### src/core/modulator_pkg.sv
package modulator_pkg;

    // ==================================================================
    // register map, byte addresses on the 32-bit bus
    localparam logic [7:0] CONTROL_OFFSET      = 8'h00;
    localparam logic [7:0] DATA_SOURCE_OFFSET  = 8'h04;
    localparam logic [7:0] HIGH_CARRIER_OFFSET = 8'h08;
    localparam logic [7:0] LOW_CARRIER_OFFSET  = 8'h0c;

    // ==================================================================
    // modulation_control bit positions
    localparam int MODULE_ON_BIT     = 7;
    localparam int PIN_OE_BIT        = 6;
    localparam int SLEW_LIMIT_BIT    = 5;
    localparam int OUTPUT_INVERT_BIT = 4;
    localparam int KEYED_STATUS_BIT  = 3;
    localparam int SOFT_DATA_BIT     = 0;

    // ==================================================================
    // source and carrier register bit positions
    localparam int PIN_DETACH_BIT    = 7;
    localparam int CARRIER_INV_BIT   = 6;
    localparam int CARRIER_SYNC_BIT  = 5;
    localparam int SELECT_LSB        = 0;
    localparam int SELECT_WIDTH      = 4;

    // ==================================================================
    // values after reset
    localparam logic [7:0] CONTROL_RESET      = 8'h20;
    localparam logic [7:0] DATA_SOURCE_RESET  = 8'h00;
    localparam logic [7:0] CARRIER_REG_RESET  = 8'h00;

    // ==================================================================
    // data stream select codes
    localparam logic [3:0] DSEL_SOFT_BIT   = 4'h0;
    localparam logic [3:0] DSEL_INPUT_PIN  = 4'h1;
    localparam logic [3:0] DSEL_PWM_ONE    = 4'h2;
    localparam logic [3:0] DSEL_PWM_TWO    = 4'h3;
    localparam logic [3:0] DSEL_PWM_THREE  = 4'h4;
    localparam logic [3:0] DSEL_PWM_FOUR   = 4'h5;
    localparam logic [3:0] DSEL_COMP_ONE   = 4'h6;
    localparam logic [3:0] DSEL_COMP_TWO   = 4'h7;
    localparam logic [3:0] DSEL_SPI_ONE    = 4'h8;
    localparam logic [3:0] DSEL_SPI_TWO    = 4'h9;
    localparam logic [3:0] DSEL_UART_TX    = 4'ha;

    // ==================================================================
    // carrier select codes
    localparam logic [3:0] CSEL_GROUND     = 4'h0;
    localparam logic [3:0] CSEL_PIN_A      = 4'h1;
    localparam logic [3:0] CSEL_PIN_B      = 4'h2;
    localparam logic [3:0] CSEL_REF_CLOCK  = 4'h3;
    localparam logic [3:0] CSEL_PWM_ONE    = 4'h4;
    localparam logic [3:0] CSEL_PWM_TWO    = 4'h5;
    localparam logic [3:0] CSEL_PWM_THREE  = 4'h6;
    localparam logic [3:0] CSEL_PWM_FOUR   = 4'h7;

    // ==================================================================
    // types
    typedef struct packed {
        logic       pin_detach;
        logic       invert;
        logic       sync;
        logic [3:0] select;
    } carrier_cfg_type;

    typedef struct packed {
        logic [3:0] capture_pwm;
        logic [1:0] comparator;
        logic [1:0] spi_data;
        logic       uart_tx;
        logic       data_input_pin;
        logic       carrier_input_pin_a;
        logic       carrier_input_pin_b;
        logic       ref_clock;
    } source_bus_type;

endpackage

### src/core/sync_cell.sv
`timescale 1ns/100ps
module sync_cell #(
    parameter int WIDTH = 1
) (
    // clock and reset
    input  wire logic             clk_i,
    input  wire logic             rst_i,
    // level in and synchronised level out
    input  wire logic [WIDTH-1:0] async_i,
    output logic      [WIDTH-1:0] sync_o
);

    logic [WIDTH-1:0] stage_q;

    always_ff @(posedge clk_i) begin
        if (rst_i) begin
            stage_q <= '0;
            sync_o  <= '0;
        end else begin
            stage_q <= async_i;
            sync_o  <= stage_q;
        end
    end

endmodule // sync_cell

### src/core/data_signal_modulator.sv
// Register access over Wishbone and the address map are this design's own decisions.
`timescale 1ns/100ps
module data_signal_modulator (
    // clock and reset
    input  wire logic                         clk_i,
    input  wire logic                         rst_i,
    // wishbone slave
    input  wire logic                         cyc_i,
    input  wire logic                         stb_i,
    input  wire logic                         we_i,
    input  wire logic [7:0]                   adr_i,
    input  wire logic [3:0]                   sel_i,
    input  wire logic [31:0]                  dat_i,
    output logic      [31:0]                  dat_o,
    output logic                              ack_o,
    // signal sources
    input  wire modulator_pkg::source_bus_type sources_i,
    // keyed output pad
    output logic                              keyed_output_o,
    output logic                              output_slew_limit_o,
    // pin detach flags, one bit per select code
    output logic      [15:0]                  data_source_pin_detach_o,
    output logic      [15:0]                  high_carrier_pin_detach_o,
    output logic      [15:0]                  low_carrier_pin_detach_o
);

    import modulator_pkg::*;

    // ==================================================================
    // registers
    logic            module_on_q;
    logic            pin_output_enable_q;
    logic            output_slew_limit_q;
    logic            output_invert_q;
    logic            software_data_bit_q;
    logic            data_source_pin_detach_q;
    logic [3:0]      data_source_select_q;
    carrier_cfg_type high_carrier_q;
    carrier_cfg_type low_carrier_q;

    // ==================================================================
    // bus signals
    logic            req;
    logic            wr_ctrl;
    logic            wr_src;
    logic            wr_high;
    logic            wr_low;
    logic [7:0]      wbyte;
    logic [7:0]      rd_byte;
    logic            ack_q;
    logic            keyed_status;

    // ==================================================================
    // mixer signals
    logic [3:0]      data_sel_eff;
    logic [3:0]      high_sel_eff;
    logic [3:0]      low_sel_eff;
    logic            data_stream;
    logic            high_carrier_signal;
    logic            low_carrier_signal;
    logic            use_high;
    logic            use_high_q;
    logic            active_sync;
    logic            active_level;
    logic            mixed;
    logic            pin_level;

    // ==================================================================
    // source multiplexers
    function automatic logic pick_data(input logic [3:0] code,
                                       input source_bus_type s,
                                       input logic soft_bit);
        logic v;
        v = 1'b0;
        if (code == DSEL_SOFT_BIT) begin
            v = soft_bit;
        end else if (code == DSEL_INPUT_PIN) begin
            v = s.data_input_pin;
        end else if (code == DSEL_PWM_ONE) begin
            v = s.capture_pwm[0];
        end else if (code == DSEL_PWM_TWO) begin
            v = s.capture_pwm[1];
        end else if (code == DSEL_PWM_THREE) begin
            v = s.capture_pwm[2];
        end else if (code == DSEL_PWM_FOUR) begin
            v = s.capture_pwm[3];
        end else if (code == DSEL_COMP_ONE) begin
            v = s.comparator[0];
        end else if (code == DSEL_COMP_TWO) begin
            v = s.comparator[1];
        end else if (code == DSEL_SPI_ONE) begin
            v = s.spi_data[0];
        end else if (code == DSEL_SPI_TWO) begin
            v = s.spi_data[1];
        end else if (code == DSEL_UART_TX) begin
            v = s.uart_tx;
        end
        return v;
    endfunction

    function automatic logic pick_carrier(input logic [3:0] code,
                                          input source_bus_type s);
        logic v;
        v = 1'b0;
        // carrier code decode, unused codes give zero
        if (code == CSEL_PIN_A) begin
            v = s.carrier_input_pin_a;
        end else if (code == CSEL_PIN_B) begin
            v = s.carrier_input_pin_b;
        end else if (code == CSEL_REF_CLOCK) begin
            v = s.ref_clock;
        end else if (code == CSEL_PWM_ONE) begin
            v = s.capture_pwm[0];
        end else if (code == CSEL_PWM_TWO) begin
            v = s.capture_pwm[1];
        end else if (code == CSEL_PWM_THREE) begin
            v = s.capture_pwm[2];
        end else if (code == CSEL_PWM_FOUR) begin
            v = s.capture_pwm[3];
        end
        return v;
    endfunction

    // ==================================================================
    // effective selections
    // off forces ground and soft bit
    assign data_sel_eff = module_on_q ? data_source_select_q : DSEL_SOFT_BIT;
    assign high_sel_eff = module_on_q ? high_carrier_q.select : CSEL_GROUND;
    assign low_sel_eff  = module_on_q ? low_carrier_q.select  : CSEL_GROUND;

    assign data_stream = pick_data(data_sel_eff, sources_i, software_data_bit_q);

    assign high_carrier_signal = pick_carrier(high_sel_eff, sources_i)
                                 ^ (module_on_q & high_carrier_q.invert);
    assign low_carrier_signal  = pick_carrier(low_sel_eff, sources_i)
                                 ^ (module_on_q & low_carrier_q.invert);

    // ==================================================================
    // carrier switch synchronisation
    assign active_sync  = use_high_q ? high_carrier_q.sync : low_carrier_q.sync;
    assign active_level = use_high_q ? high_carrier_signal : low_carrier_signal;

    always_comb begin
        use_high = data_stream;
        // hold carrier while its pulse is high
        if (module_on_q && active_sync && active_level &&
            (data_stream != use_high_q)) begin
            use_high = use_high_q;
        end
    end

    always_ff @(posedge clk_i) begin
        if (rst_i) begin
            use_high_q <= 1'b0;
        end else begin
            use_high_q <= use_high;
        end
    end

    // ==================================================================
    // mixer and output stage
    // carrier chosen by data stream
    assign mixed = use_high ? high_carrier_signal : low_carrier_signal;

    // pin held low when not enabled
    assign pin_level = module_on_q & pin_output_enable_q & (mixed ^ output_invert_q);

    assign keyed_output_o = pin_level;

    assign output_slew_limit_o = output_slew_limit_q;

    sync_cell #(
        .WIDTH (1)
    ) status_sync (
        .clk_i   (clk_i),
        .rst_i   (rst_i),
        .async_i (pin_level),
        .sync_o  (keyed_status)
    );

    // ==================================================================
    // pin detach flags
    always_ff @(posedge clk_i) begin
        if (rst_i) begin
            data_source_pin_detach_o  <= 16'h0000;
            high_carrier_pin_detach_o <= 16'h0000;
            low_carrier_pin_detach_o  <= 16'h0000;
        end else begin
            data_source_pin_detach_o  <= data_source_pin_detach_q ?
                                         (16'h0001 << data_sel_eff) : 16'h0000;
            high_carrier_pin_detach_o <= high_carrier_q.pin_detach ?
                                         (16'h0001 << high_sel_eff) : 16'h0000;
            low_carrier_pin_detach_o  <= low_carrier_q.pin_detach ?
                                         (16'h0001 << low_sel_eff) : 16'h0000;
        end
    end

    // ==================================================================
    // wishbone decode
    assign req   = cyc_i & stb_i & ~ack_q;
    assign wbyte = dat_i[7:0];

    always_comb begin
        wr_ctrl = 1'b0;
        wr_src  = 1'b0;
        wr_high = 1'b0;
        wr_low  = 1'b0;
        if (req && we_i && sel_i[0]) begin
            if (adr_i == CONTROL_OFFSET) begin
                wr_ctrl = 1'b1;
            end else if (adr_i == DATA_SOURCE_OFFSET) begin
                wr_src = 1'b1;
            end else if (adr_i == HIGH_CARRIER_OFFSET) begin
                wr_high = 1'b1;
            end else if (adr_i == LOW_CARRIER_OFFSET) begin
                wr_low = 1'b1;
            end
        end
    end

    always_comb begin
        rd_byte = 8'h00;
        if (adr_i == CONTROL_OFFSET) begin
            // bits 2 to 1 read zero
            rd_byte[MODULE_ON_BIT]     = module_on_q;
            rd_byte[PIN_OE_BIT]        = pin_output_enable_q;
            rd_byte[SLEW_LIMIT_BIT]    = output_slew_limit_q;
            rd_byte[OUTPUT_INVERT_BIT] = output_invert_q;
            rd_byte[KEYED_STATUS_BIT]  = keyed_status;
            rd_byte[SOFT_DATA_BIT]     = software_data_bit_q;
        end else if (adr_i == DATA_SOURCE_OFFSET) begin
            rd_byte[PIN_DETACH_BIT]    = data_source_pin_detach_q;
            rd_byte[3:0]               = data_source_select_q;
        end else if (adr_i == HIGH_CARRIER_OFFSET) begin
            rd_byte = {high_carrier_q.pin_detach, high_carrier_q.invert,
                       high_carrier_q.sync, 1'b0, high_carrier_q.select};
        end else if (adr_i == LOW_CARRIER_OFFSET) begin
            rd_byte = {low_carrier_q.pin_detach, low_carrier_q.invert,
                       low_carrier_q.sync, 1'b0, low_carrier_q.select};
        end
    end

    // ==================================================================
    // bus answer, one-cycle ack, unmapped reads zero
    always_ff @(posedge clk_i) begin
        if (rst_i) begin
            ack_q <= 1'b0;
            dat_o <= 32'h0000_0000;
        end else begin
            ack_q <= req;
            if (req && !we_i) begin
                dat_o <= {24'h000000, rd_byte};
            end
        end
    end

    assign ack_o = ack_q;

    // ==================================================================
    // control register
    always_ff @(posedge clk_i) begin
        if (rst_i) begin
            module_on_q         <= CONTROL_RESET[MODULE_ON_BIT];
            pin_output_enable_q <= CONTROL_RESET[PIN_OE_BIT];
            output_slew_limit_q <= CONTROL_RESET[SLEW_LIMIT_BIT];
            output_invert_q     <= CONTROL_RESET[OUTPUT_INVERT_BIT];
            software_data_bit_q <= CONTROL_RESET[SOFT_DATA_BIT];
        end else if (wr_ctrl) begin
            // status and bits 2 to 1 not written
            module_on_q         <= wbyte[MODULE_ON_BIT];
            pin_output_enable_q <= wbyte[PIN_OE_BIT];
            output_slew_limit_q <= wbyte[SLEW_LIMIT_BIT];
            output_invert_q     <= wbyte[OUTPUT_INVERT_BIT];
            software_data_bit_q <= wbyte[SOFT_DATA_BIT];
        end
    end

    // ==================================================================
    // data source register
    always_ff @(posedge clk_i) begin
        if (rst_i) begin
            data_source_pin_detach_q <= DATA_SOURCE_RESET[PIN_DETACH_BIT];
            data_source_select_q     <= DATA_SOURCE_RESET[3:0];
        end else if (wr_src) begin
            data_source_pin_detach_q <= wbyte[PIN_DETACH_BIT];
            data_source_select_q     <= wbyte[3:0];
        end
    end

    // ==================================================================
    // carrier registers
    // separate high and low selects
    always_ff @(posedge clk_i) begin
        if (rst_i) begin
            high_carrier_q <= '{pin_detach: CARRIER_REG_RESET[PIN_DETACH_BIT],
                                invert:     CARRIER_REG_RESET[CARRIER_INV_BIT],
                                sync:       CARRIER_REG_RESET[CARRIER_SYNC_BIT],
                                select:     CARRIER_REG_RESET[3:0]};
        end else if (wr_high) begin
            high_carrier_q <= '{pin_detach: wbyte[PIN_DETACH_BIT],
                                invert:     wbyte[CARRIER_INV_BIT],
                                sync:       wbyte[CARRIER_SYNC_BIT],
                                select:     wbyte[3:0]};
        end
    end

    always_ff @(posedge clk_i) begin
        if (rst_i) begin
            low_carrier_q <= '{pin_detach: CARRIER_REG_RESET[PIN_DETACH_BIT],
                               invert:     CARRIER_REG_RESET[CARRIER_INV_BIT],
                               sync:       CARRIER_REG_RESET[CARRIER_SYNC_BIT],
                               select:     CARRIER_REG_RESET[3:0]};
        end else if (wr_low) begin
            low_carrier_q <= '{pin_detach: wbyte[PIN_DETACH_BIT],
                               invert:     wbyte[CARRIER_INV_BIT],
                               sync:       wbyte[CARRIER_SYNC_BIT],
                               select:     wbyte[3:0]};
        end
    end

endmodule // data_signal_modulator

### config.mk
export PLATFORM = sky130hd
export DESIGN_NAME = data_signal_modulator
export DESIGN_NICKNAME = d
export VERILOG_FILES = /design/src/core/modulator_pkg.sv /design/src/core/sync_cell.sv /design/src/core/data_signal_modulator.sv
export SDC_FILE = /design/constraint.sdc
export NUM_CORES = 1
export LEC_CHECK = 0
export BUFFER_PORTS_ARGS = -buffer_cell sky130_fd_sc_hd__buf_4
export CORE_ASPECT_RATIO = 2
export CORE_UTILIZATION = 51
export DETAILED_ROUTE_END_ITERATION = 8
export PLACE_DENSITY = 0.87
export SETUP_SLACK_MARGIN = 0.4
export SLEW_MARGIN = 20
export SYNTH_ARGS = -nofsm -noshare
export SYNTH_HDL_FRONTEND = slang
export SYNTH_SLANG_ARGS = --single-unit
export TNS_END_PERCENT = 30
### constraint.sdc
create_clock -name clk_i -period 4.9 [get_ports clk_i]
set_input_delay 0.245 -clock clk_i [delete_from_list [all_inputs] [get_ports clk_i]]
set_output_delay 0.245 -clock clk_i [all_outputs]
set_load 0.01 [all_outputs]
[Yosys cells after proc, flatten, opt, wreduce, memory -nomap -nowiden]
Index checks and enable logic that the tools add are counted.
Word-level totals
  flip-flop bits (word level): 84
  output and inout bits: 83
  word-level logic and storage cells: 133
Operators by class
  eq/ne operators: 28
  shift operators: 3
  multiplexer cells: 54
  bitwise gates (word level): 13
  reduce and logical (&&, ||, !) cells: 12
Operators by type and width (count)
  4-bit by 3-bit == test with 1-bit output, second input constant: 12
  1-bit by 4-bit << shifter with 16-bit output, first input constant: 3
  1-bit 2-to-1 mux: 45
  4-bit by 2-bit == test with 1-bit output, second input constant: 6
  8-bit by 4-bit == test with 1-bit output, second input constant: 2
  4-bit 2-to-1 mux: 4
  8-bit 2-to-1 mux: 2
  4-bit by 1-bit == test with 1-bit output, second input constant: 3
  4-bit == test, second input constant: 3
  8-bit by 3-bit == test with 1-bit output, second input constant: 1
  8-bit logical NOT: 1
  1-bit bitwise AND: 6
  1-bit logical AND: 6
  2-bit OR reduction: 3
  5-bit 2-to-1 mux: 1
  4-bit logical NOT: 1
  1-bit NOT: 4
  3-bit 2-to-1 mux: 1
  1-bit XOR: 3
  2-bit 2-to-1 mux: 1
  1-bit logical NOT: 1
  1-bit inequality test: 1

[Logic depth before layout (Yosys ltp)]
Gate-level depths: netlist of the first run.
  word-level depth: 19
  depth in mapped cells: 8
  depth with buffers taken out: 7

[Hierarchy]
A second synthesis of the first run with hierarchy kept.
Second synthesis, totals
  cell total of the unflattened synthesis: 357
  area total of the unflattened synthesis: 3429.5 um2
By module, submodules not included
  data_signal_modulator: times used 1, cells each 353, area an instance 3377.0 um2, sequential area each 1641.6 um2
  sync_cell: times used 1, cells each 4, area an instance 52.6 um2, sequential area each 40.0 um2

[Least setup slack after synthesis of the first run]
OpenSTA, ideal clock, no wires.
  path kind: reg-to-output
  start: register data_source_select_q[0]
  end: output keyed_output_o
  data arrival time: 1869 ps
  required time: 4655 ps
  path slack: 2786 ps
  cell stages (with the launch flop): 8
  path buffers: 0
  cell sequence: dfxtp_1 -> nor2b_1 -> nor3_1 -> a2111oi_2 -> a221oi_2 -> o31a_1 -> a31oi_4 -> mux2i_1
Between the ends
  longest elaborated chain between the ends: 19
  elaborated cells between the ends (all ways): 29
  classes of those cells: 11 x eq/ne; 14 x mux; 2 x bitwise; 2 x reduce/logical
RTL lines
  from (decl): line data_signal_modulator.sv:37  | logic [3:0] data_source_select_q;
  from (signal assigned): line data_signal_modulator.sv:283  | data_source_select_q <= DATA_SOURCE_RESET[3:0];
  from (signal assigned): line data_signal_modulator.sv:286  | data_source_select_q <= wbyte[3:0];
  4-bit 2-to-1 mux (*): line data_signal_modulator.sv:127  | assign data_sel_eff = module_on_q ? data_source_select_q : DSEL_SOFT_BIT;
  4-bit == test: line data_signal_modulator.sv:95  | end else if (code == DSEL_UART_TX) begin
  1-bit 2-to-1 mux: line data_signal_modulator.sv:95
  1-bit 2-to-1 mux: line data_signal_modulator.sv:93  | end else if (code == DSEL_SPI_TWO) begin
  1-bit 2-to-1 mux: line data_signal_modulator.sv:91  | end else if (code == DSEL_SPI_ONE) begin
  1-bit 2-to-1 mux: line data_signal_modulator.sv:89  | end else if (code == DSEL_COMP_TWO) begin
  1-bit 2-to-1 mux: line data_signal_modulator.sv:87  | end else if (code == DSEL_COMP_ONE) begin
  1-bit 2-to-1 mux: line data_signal_modulator.sv:85  | end else if (code == DSEL_PWM_FOUR) begin
  [3 not listed]
  1-bit 2-to-1 mux: line data_signal_modulator.sv:77  | end else if (code == DSEL_INPUT_PIN) begin
  1-bit 2-to-1 mux (*): line data_signal_modulator.sv:75  | if (code == DSEL_SOFT_BIT) begin
  1-bit inequality test: line data_signal_modulator.sv:147  | (data_stream != use_high_q)) begin
  1-bit logical AND: line data_signal_modulator.sv:146  | if (module_on_q && active_sync && active_level &&
  1-bit 2-to-1 mux (*): line data_signal_modulator.sv:146
  1-bit 2-to-1 mux (*): line data_signal_modulator.sv:163  | assign mixed = use_high ? high_carrier_signal : low_carrier_signal;
  1-bit XOR (*): line data_signal_modulator.sv:166  | assign pin_level = module_on_q & pin_output_enable_q & (mixed ^ output_invert_q);
  1-bit bitwise AND (*): line data_signal_modulator.sv:166
  to (decl): line data_signal_modulator.sv:19  | output logic keyed_output_o,
Every way passes the cells marked *; elsewhere a longest branch is shown, timed or not.

[Worst setup path in the final report of the first run]
  start: register module_on_q
  end: output keyed_output_o
Between the ends
  longest elaborated chain between the ends: 19
  elaborated cells between the ends (all ways): 67
  classes of those cells: 25 x eq/ne; 31 x mux; 7 x bitwise; 4 x reduce/logical
RTL lines
  from (decl): line data_signal_modulator.sv:31  | logic module_on_q;
  from (signal assigned): line data_signal_modulator.sv:263  | module_on_q <= CONTROL_RESET[MODULE_ON_BIT];
  from (signal assigned): line data_signal_modulator.sv:270  | module_on_q <= wbyte[MODULE_ON_BIT];
  4-bit 2-to-1 mux: line data_signal_modulator.sv:127
  4-bit == test: line data_signal_modulator.sv:95
  1-bit 2-to-1 mux: line data_signal_modulator.sv:95
  1-bit 2-to-1 mux: line data_signal_modulator.sv:93
  1-bit 2-to-1 mux: line data_signal_modulator.sv:91
  1-bit 2-to-1 mux: line data_signal_modulator.sv:89
  1-bit 2-to-1 mux: line data_signal_modulator.sv:87
  1-bit 2-to-1 mux: line data_signal_modulator.sv:85
  [3 not listed]
  1-bit 2-to-1 mux: line data_signal_modulator.sv:77
  1-bit 2-to-1 mux: line data_signal_modulator.sv:75
  1-bit inequality test: line data_signal_modulator.sv:147
  1-bit logical AND: line data_signal_modulator.sv:146
  1-bit 2-to-1 mux: line data_signal_modulator.sv:146
  1-bit 2-to-1 mux: line data_signal_modulator.sv:163
  1-bit XOR: line data_signal_modulator.sv:166
  1-bit bitwise AND (*): line data_signal_modulator.sv:166
Marked as above.

==> results.toml, run 1 <==
[floorplanning]
coreArea_mm2 = 0.00657
ios = 145
die_area_mm2 = 0.00714
rows = 42
chipWidth_um = 60.2
die_y_um = 118
start_util_pct = 52.7

[detailed_routing]
dr_wl_met2_mm = 4.32
highest_layer = "met4"
wl_per_cell_um = 14.7
routed_wl_mm = 7.89
vias_per_cell = 5.36
met3WireLength_um = 552
drtAntennaViolNets = 0
drc_errors = 0
drtPass1Iterations = 4
drt-met1-wl_mm = 2.77
routed-via-count = 2871
drt-initial-drc-count = 67

[place]
place_inst = 520
portBuffers = 93
dpl_cell_area_mm2 = 0.00408
gp_congestion = 0.808
post-dp-hpwl_mm = 5.92
preCtsSetupSlack_ps = 2070

[timing]
drv_slew = 0
rsz0062_at_grt = "no"
final.setup.tns_ps = 0
finalHoldViolCount = 0
finalWorstSetupSlack_ps = 1720
layout_min_cycle_time_ps = 3180
slew_headroom_pct = 46.4
hold_slack_ps = 152
worstMarginPinSlew_ps = 803
finalClockSkew_ps = 5.48
fmax_mhz = 314
setup_violations = 0
fin_crit_sh_pct = 65.0

[final_layout]
utilization_pct = 66.1
area_delta_synth_final_pct = 25.4
nNetsFinal = 505
antenna-diode-count = 0
drive_gt1_share_pct = 27.5
final_area_mm2 = 0.00434
fillCellCount = 555
fin_cells = 536

[clock_network]
post-cts-setup-buffer-count = 0
clk_latency_ps = 340
htree_levels = 3
clkSinkCount = 84
clockBufferDepth = 2
cts_resized = 0
hold_buffers = 0
clkTransAtPathRegs_ps = 60
cts-root-buf = "clkbuf_16"
numCtsBuffers = 9
cts_tree = "yes"

[job]
cap_violations = 0

[logic_synthesis]
ys_async_sr_fraction_pct = 0
synth_seq_cells = 84
netlist_area_mm2 = 0.00346
yosys.area.top_type = "dfxtp_1"
yosys.cell_types.count = 53
synth_warnings = 0
synth_flop_cell = "dfxtp_1"
synth_top_cell_area_share_pct = 48.6
netlist_instances = 360
synthTopCellsByArea = "dfxtp_1, nor2_1, mux2i_1"
synth_edf_count = 0
yosysSeqAreaShare_pct = 48.6
synth_area_per_cell_um2 = 9.61

[global_route]
track_usage_pct = 23.8
grt_overflow = 0
grt_pass1_vias = 2667
antenna_found_initial = 0
grt_pass1_wl_mm = 12.5
grt_max_degree = 40

[critical_path]
worst-setup-path-type = "reg2out"
crit_required_ps = 4660
cp_max_fo = 19
critPathLaunchType = "flip-flop"
arrival_ps = 2940
critPathCaptureType = "primary output"

[power]
powerDensity_mw_per_mm2 = 308
p_leak_nw = 1.92
vdd_drop_max_mv = 0.255
power.total_mw = 1.34

[run_status]
outcome = "finished clean"

[min_path]
worst_hold_path_type = "in2reg"
==> per-layer routing <==
metal | up-vias | track usage, %
li1 | 1363 | -
met1 | 1350 | 24.4
met2 | 140 | 41.1
met3 | 18 | 6.02
met4 | 0 | 14.0
met5 | - | 0
==> logic make-up after synthesis <==
kind of cell / after synthesis / synth area share, %
and+or+nand+nor: 150 / 20.4
buffers and inverters: 47 / 8.39
xor gates and xnor gates: 1 / 0.253
muxes: 36 / 12.0
AOI/OAI and AO/OA: 41 / 10.2
DFF: 84 / 48.6
other: 1 / 0.108
==> layout make-up <==
type | instances | area [µm²] | share of cell area [%]
flip-flops and latches | 84 | 1680 | 38.8
multi-input cells | 252 | 1570 | 36.3
repair buffers | 93 | 698 | 16.1
clock buffers | 14 | 254 | 5.85
well taps | 88 | 110 | 2.54
inverters | 3 | 11.3 | 0.260
clock inverters | 2 | 10.0 | 0.231
==> power by group <==
group          total (mW)  switching, mW  internal, mW
Combinational      0.0521         0.0288        0.0233
Clock               0.600          0.245         0.356
Sequential          0.684       0.000274         0.684
Total                1.34          0.274          1.06
==> cells in the mapped netlist, drive strengths merged, types with 2 or more instances <==
library cell and instances:
dfxtp 84, nor2 80, buf 33, mux2i 27
nand2 13, clkbuf 11, nand3b 10, nor3 10
nand3 9, nor2b 8, a22oi 7, a22o 6
a21oi 5, mux2 5, mux4 4, nand4 4
o21ai 4, inv 3, nand2b 3, a211oi 2
a221oi 2, a32oi 2, and2 2, nand4b 2
o41ai 2, or2 2, or3 2
==> registers in the layout, indices dropped and copies added (netlist names), 4 cells and up <==
name,flops
low_carrier_pin_detach_o,16
low_carrier_q,7
data_source_pin_detach_o,16
data_source_select_q,4
dat_o,8
high_carrier_pin_detach_o,16
high_carrier_q,7
==> critical path: stages, from the launching register on <==
cell and delay, ps:
dfxtp_1 840, inv_1 310, a2111oi_2 420, a221oi_2 150
o31a_1 350, a31oi_4 180, mux2i_1 210, buf_4 140
==> cells in the final DEF, fill, tap and decap left out, drive strengths merged, types with 3 or more instances in the layout <==
| cell | instances |
|---|---|
| clkbuf | 14 |
| buf | 93 |
| conb | 24 |
| o21ai | 4 |
| nand2 | 13 |
| nor2 | 80 |
| mux4 | 4 |
| nand3 | 9 |
| a22oi | 7 |
| inv | 3 |
| nand3b | 10 |
| a21oi | 5 |
| mux2 | 5 |
| nor2b | 8 |
| dfxtp | 84 |
| nor3 | 10 |
| nand2b | 3 |
| a22o | 6 |
| nand4 | 4 |
| mux2i | 27 |
==> path summary, 6_finish.rpt <==
kind,startpoint,endpoint,slack [ps],depth (start not counted)
max,module_on_q$_SDFFE_PP0P_,keyed_output_o,1720,7
min,dat_i[4],output_invert_q$_SDFFE_PP0P_,150,3
min reg2reg,status_sync.stage_q$_SDFF_PP0_,status_sync.sync_o$_SDFF_PP0_,480,1
max reg2reg,module_on_q$_SDFFE_PP0P_,status_sync.stage_q$_SDFF_PP0_,2400,6
Note: power is estimated with default switching activity, not from simulation.
==> run 2, diff against run 1 <==
--- a/config.mk
+++ b/config.mk
@@ -7,9 +7,9 @@
 export LEC_CHECK = 0
 export BUFFER_PORTS_ARGS = -buffer_cell sky130_fd_sc_hd__buf_4
 export CORE_ASPECT_RATIO = 2
-export CORE_UTILIZATION = 51
+export CORE_UTILIZATION = 43
 export DETAILED_ROUTE_END_ITERATION = 8
-export PLACE_DENSITY = 0.87
+export PLACE_DENSITY = 0.79
 export SETUP_SLACK_MARGIN = 0.4
 export SLEW_MARGIN = 20
 export SYNTH_ARGS = -nofsm -noshare
==> constraint.sdc (replaced) <==
create_clock -name clk_i -period 2.85 [get_ports clk_i]
set_input_delay 0.1425 -clock clk_i [delete_from_list [all_inputs] [get_ports clk_i]]
set_output_delay 0.1425 -clock clk_i [all_outputs]
set_load 0.01 [all_outputs]
==> run 2 against run 1 <==
  * Routed wire length grew 7.6%
  * Critical path type unchanged
  * Core utilization is 7.6 points lower
  * Combinational power rose by 73%
==> results.toml, run 2 (synthesis results as in run 1) <==
[final_layout]
multi_input_area_mm2 = 0.00162
drive_gt1_share_pct = 33.8
regArea_mm2 = 0.00171
area_delta_synth_final_pct = 33.2
antenna-diode-count = 0
layout_commonest_cell = "buf_4"
nNetsFinal = 522
top_regs = "data_source_pin_detach_o (16), high_carrier_pin_detach_o (16), low_carrier_pin_detach_o (16)"
final_cell_mix = "buf_4, nor2_1, dfxtp_1"
fillCellCount = 672

[job]
cap_violations = 0

[timing]
final.setup.tns_ps = 0
slew_headroom_pct = 52.4
finalHoldViolCount = 0
finalClockSkew_ps = 6.69
fin_crit_sh_pct = 86.5
hold_slack_ps = 45.8
layout_min_cycle_time_ps = 2470
rsz0062_at_grt = "yes"
setup_violations = 0
fmax_mhz = 406
worstMarginPinSlew_ps = 711
finalWorstSetupSlack_ps = 384
drv_slew = 0

[critical_path]
ff2ff_setup_slack_ps = 760
cp_max_fo = 7
crit_required_ps = 2710
r2r_cells = 5
critPathTopFamily = "compound AO/OA/AOI/OAI gates"
critPathLaunchType = "flip-flop"
worst-setup-path-type = "reg2out"
arrival_ps = 2320
slowest_stage = "dfxtp_4"
path_depth = 9
cp-endpoint = "keyed_output_o"
crit_start = "data_source_select_q[1]$_SDFFE_PP0P_"
path_cells = "buf_6 > nand3b_1 > a21oi_1 > a311o_1 > a22o_1 > o31a_1 > a31oi_4 > mux2i_1 > buf_4"
r2r_start = "ack_o$_SDFF_PP0_"
worst-path-buf-inv = 2
critPathCaptureType = "primary output"
slowest_delay_ps = 380
worst_r2r_endpoint = "high_carrier_q[4]$_SDFFE_PP0P_"

[clock_network]
hold_buffers = 0
cts-root-buf = "clkbuf_16"
clkTransAtPathRegs_ps = 60
numCtsBuffers = 9
htree_levels = 3
clk_latency_ps = 330
cts_tree = "yes"
clockBufferDepth = 2
clkSinkCount = 84

[global_route]
grt_pass1_wl_mm = 12.6
track_usage_pct = 19.9
antenna_found_initial = 0
grt_max_degree = 40
grt_overflow = 0
grt_pass1_vias = 2732

[detailed_routing]
wl_per_cell_um = 15.1
drtAntennaViolNets = 0
drt-initial-drc-count = 156
drtPass1Iterations = 4
routed-via-count = 2916
routed_wl_mm = 8.49
drc_errors = 0
vias_per_cell = 5.20

[floorplanning]
ios = 145
die_area_mm2 = 0.00843
chipWidth_um = 65.4
coreArea_mm2 = 0.00789
rows = 46
die_y_um = 129
start_util_pct = 43.9

[run_status]
outcome = "finished clean"

[power]
p_leak_nw = 2.04
powerDensity_mw_per_mm2 = 537
vdd_drop_max_mv = 0.323

[place]
gp_congestion = 0.872
portBuffers = 93
post-dp-hpwl_mm = 6.15
preCtsSetupSlack_ps = 388

[min_path]
worst_hold_path_type = "in2reg"
holdPathStages = 3
## run 2: power breakdown
| group | leakage (nW) | total, mW | internal (mW) | switching (mW) |
|---|---|---|---|---|
| clock | 0.149 | 1.21 | 0.767 | 0.446 |
| combinational | 1.21 | 0.0902 | 0.0402 | 0.0500 |
| sequential | 0.682 | 1.17 | 1.17 | 0.000450 |
## run 2: worst min-delay path, delay by kind of cell
kind / cells / cell delay (ps)
muxes: 1 / 50
and+or+nand+nor: 1 / 70
buffers and inverters: 1 / 80
## run 2: per-stage QoR
step	util, %	std cells	power (mW)	area [µm²]
finish	58.4	561	2.47	4610
CTS	57.0	552	2.48	4500
floorplan	-	383	1.26	3550
global placement	52.3	533	1.29	4120
global route	58.4	561	2.54	4610
detailed placement	52.3	533	1.29	4120
## run 2: how the worst min path moves through the flow
| stage | slack, ps | start | end |
|---|---|---|---|
| finish | 50 | dat_i[4] | output_invert_q$_SDFFE_PP0P_ |
| CTS | 50 | dat_i[4] | output_invert_q$_SDFFE_PP0P_ |
| global route | 50 | dat_i[4] | output_invert_q$_SDFFE_PP0P_ |
| floorplan | 290 | dat_i[7] | data_source_pin_detach_q$_SDFFE_PP0P_ |
| detailed placement | 390 | dat_i[4] | output_invert_q$_SDFFE_PP0P_ |
| global placement | 380 | dat_i[4] | output_invert_q$_SDFFE_PP0P_ |
## run 2: layout make-up
| class | count | area share [%] |
|---|---|---|
| inverters | 3 | 0.326 |
| repair buffers | 110 | 18.0 |
| well taps | 96 | 2.61 |
| clock inverters | 6 | 1.93 |
| multi-input cells | 252 | 35.1 |
| clock buffers | 10 | 4.97 |
| flip-flops and latches | 84 | 37.0 |
## run 2: what timing repair did
action / CTS / global route
resized for setup: 14 / 11
pin swaps: 3 / 6
buffers inserted: 3 / 9
endpoints found under the setup margin: 1 / 1
## run 2: routing by layer
| metal | routed length (µm) | vias up | global-route usage (%) |
|---|---|---|---|
| li1 | - | 1404 | - |
| met1 | 2990 | 1359 | 18.7 |
| met2 | 4680 | 132 | 38.0 |
| met3 | 483 | 21 | 4.52 |
| met4 | 327 | 0 | 10.5 |
| met5 | 0 | - | 0 |
==> run 3, diff against run 2 <==
--- a/config.mk
+++ b/config.mk
@@ -10,6 +10,7 @@
 export CORE_UTILIZATION = 43
 export DETAILED_ROUTE_END_ITERATION = 8
 export PLACE_DENSITY = 0.79
+export RECOVER_POWER = 25
 export SETUP_SLACK_MARGIN = 0.4
 export SLEW_MARGIN = 20
 export SYNTH_ARGS = -nofsm -noshare
==> run 3 against run 2 <==
  * Critical path depth did not move
  * Final cell count did not move
  * Non-clock buffer count did not move
  * Critical endpoint unchanged
  * Highest routed layer unchanged
==> results.toml, run 3 (synthesis results as in run 1) <==
[critical_path]
cp_max_fo = 7
slowest_delay_ps = 380
worst-path-buf-inv = 2
critPathTopFamily = "compound AO/OA/AOI/OAI gates"
critPathCaptureType = "primary output"
crit_required_ps = 2710
ff2ff_setup_slack_ps = 750
critPathLaunchType = "flip-flop"
slowest_stage = "dfxtp_4"
path_cells = "buf_6 > nand3b_1 > a21oi_1 > a311o_1 > a22o_1 > o31a_1 > a31oi_4 > mux2i_1 > buf_4"
arrival_ps = 2330
worst-setup-path-type = "reg2out"

[final_layout]
fin_cells = 561
top_regs = "data_source_pin_detach_o (16), high_carrier_pin_detach_o (16), low_carrier_pin_detach_o (16)"
area_delta_synth_final_pct = 29.6
layout_commonest_cell = "nor2_1"
final_area_mm2 = 0.00448
antenna-diode-count = 0
final_cell_mix = "nor2_1, dfxtp_1, buf_4"
nNetsFinal = 522
drive_gt1_share_pct = 26.7

[detailed_routing]
drtAntennaViolNets = 0
dr_wl_met2_mm = 4.70
drt-met1-wl_mm = 3.04
vias_per_cell = 5.21
wl_per_cell_um = 15.3
drc_errors = 0
highest_layer = "met4"
routed_wl_mm = 8.56
drtPass1Iterations = 4
routed-via-count = 2925
drt-initial-drc-count = 110
met3WireLength_um = 509

[timing]
worstMarginPinSlew_ps = 700
fmax_mhz = 405
layout_min_cycle_time_ps = 2470
setup_violations = 0
finalHoldViolCount = 0
drv_slew = 0
finalWorstSetupSlack_ps = 381
finalClockSkew_ps = 6.02
rsz0062_at_grt = "yes"
final.setup.tns_ps = 0
fin_crit_sh_pct = 86.6
slew_headroom_pct = 53.2

[run_status]
outcome = "finished clean"

[global_route]
grt_overflow = 0
grt_max_degree = 40
grt_pass1_wl_mm = 12.6
grt_pass1_vias = 2732
antenna_found_initial = 0
track_usage_pct = 19.9

[power]
powerDensity_mw_per_mm2 = 552
power.total_mw = 2.47
vdd_drop_max_mv = 0.323
p_leak_nw = 1.90

[floorplanning]
die_y_um = 129
rows = 46
chipWidth_um = 65.4
ios = 145
die_area_mm2 = 0.00843
start_util_pct = 43.9
coreArea_mm2 = 0.00789

[place]
place_inst = 533
gp_congestion = 0.872
preCtsSetupSlack_ps = 388
portBuffers = 93
dpl_cell_area_mm2 = 0.00412
post-dp-hpwl_mm = 6.15

[job]
cap_violations = 0

[clock_network]
numCtsBuffers = 9
cts-root-buf = "clkbuf_16"
clockBufferDepth = 2
cts_tree = "yes"
htree_levels = 3
clkTransAtPathRegs_ps = 60
clk_latency_ps = 330
clkSinkCount = 84
hold_buffers = 0

[min_path]
worst_hold_path_type = "in2reg"
[run 3: cell count changes in the layout (fill, tap and decap cells not counted), sizes merged]
cell | before | now
buf | 110 | 77
clkbuf | 10 | 43
[run 3: area by class of cell]
cell class                      count  area (µm²)
Clock buffer                       10         229
Clock inverter                      6        88.8
Fill cell                         718        3400
Inverter                            3        15.0
Multi-Input combinational cell    252        1620
Sequential cell                    84        1710
Tap cell                           96         120
Timing Repair Buffer              110         706
[run 3: per-layer routing]
| metal | track usage, % | vias up |
|---|---|---|
| li1 | - | 1402 |
| met1 | 18.7 | 1367 |
| met2 | 38.0 | 132 |
| met3 | 4.52 | 24 |
| met4 | 10.5 | 0 |
| met5 | 0 | - |
[run 3: worst reg2reg max path, delay by kind of cell (launching register included)]
family,cells,cell delay [ps]
flip-flops,1,310
multiplexers,1,310
AND/OR/NAND/NOR,4,1350
[run 3: path summary, 6_finish.rpt]
| path | to | cells past startpoint | start |
|---|---|---|---|
| hold / removal | output_invert_q$_SDFFE_PP0P_ | 3 | dat_i[4] |
| hold reg to reg | status_sync.sync_o$_SDFF_PP0_ | 1 | status_sync.stage_q$_SDFF_PP0_ |
| setup / recovery | keyed_output_o | 9 | data_source_select_q[1]$_SDFFE_PP0P_ |
| setup reg to reg | low_carrier_q[3]$_SDFFE_PP0P_ | 5 | ack_o$_SDFF_PP0_ |
[run 3: repair_timing]
action | 4_1_cts | 5_1_grt
resized for setup | 14 | 11
setup buffers | 3 | 9
setup endpoints to repair | 1 | 1
pin swaps | 3 | 6
hold endpoints to repair | 0 | 0
[run 3: power by group]
group	total (mW)	leakage, nW	internal [mW]	switching (mW)
clock	1.21	0.149	0.767	0.448
combinational	0.0903	1.07	0.0403	0.0501
sequential	1.17	0.682	1.17	0.000450
total	2.47	1.90	1.98	0.499
[run 3: metrics by stage]
| stage | utilization [%] | hold WS, ps |
|---|---|---|
| final | 56.9 | 46.3 |
| after CTS | 57.0 | 47.2 |
| after detailed placement | 52.3 | 391 |
| after global routing | 56.9 | 51.5 |
| after floorplan | - | 286 |
| after global placement | 52.3 | 381 |
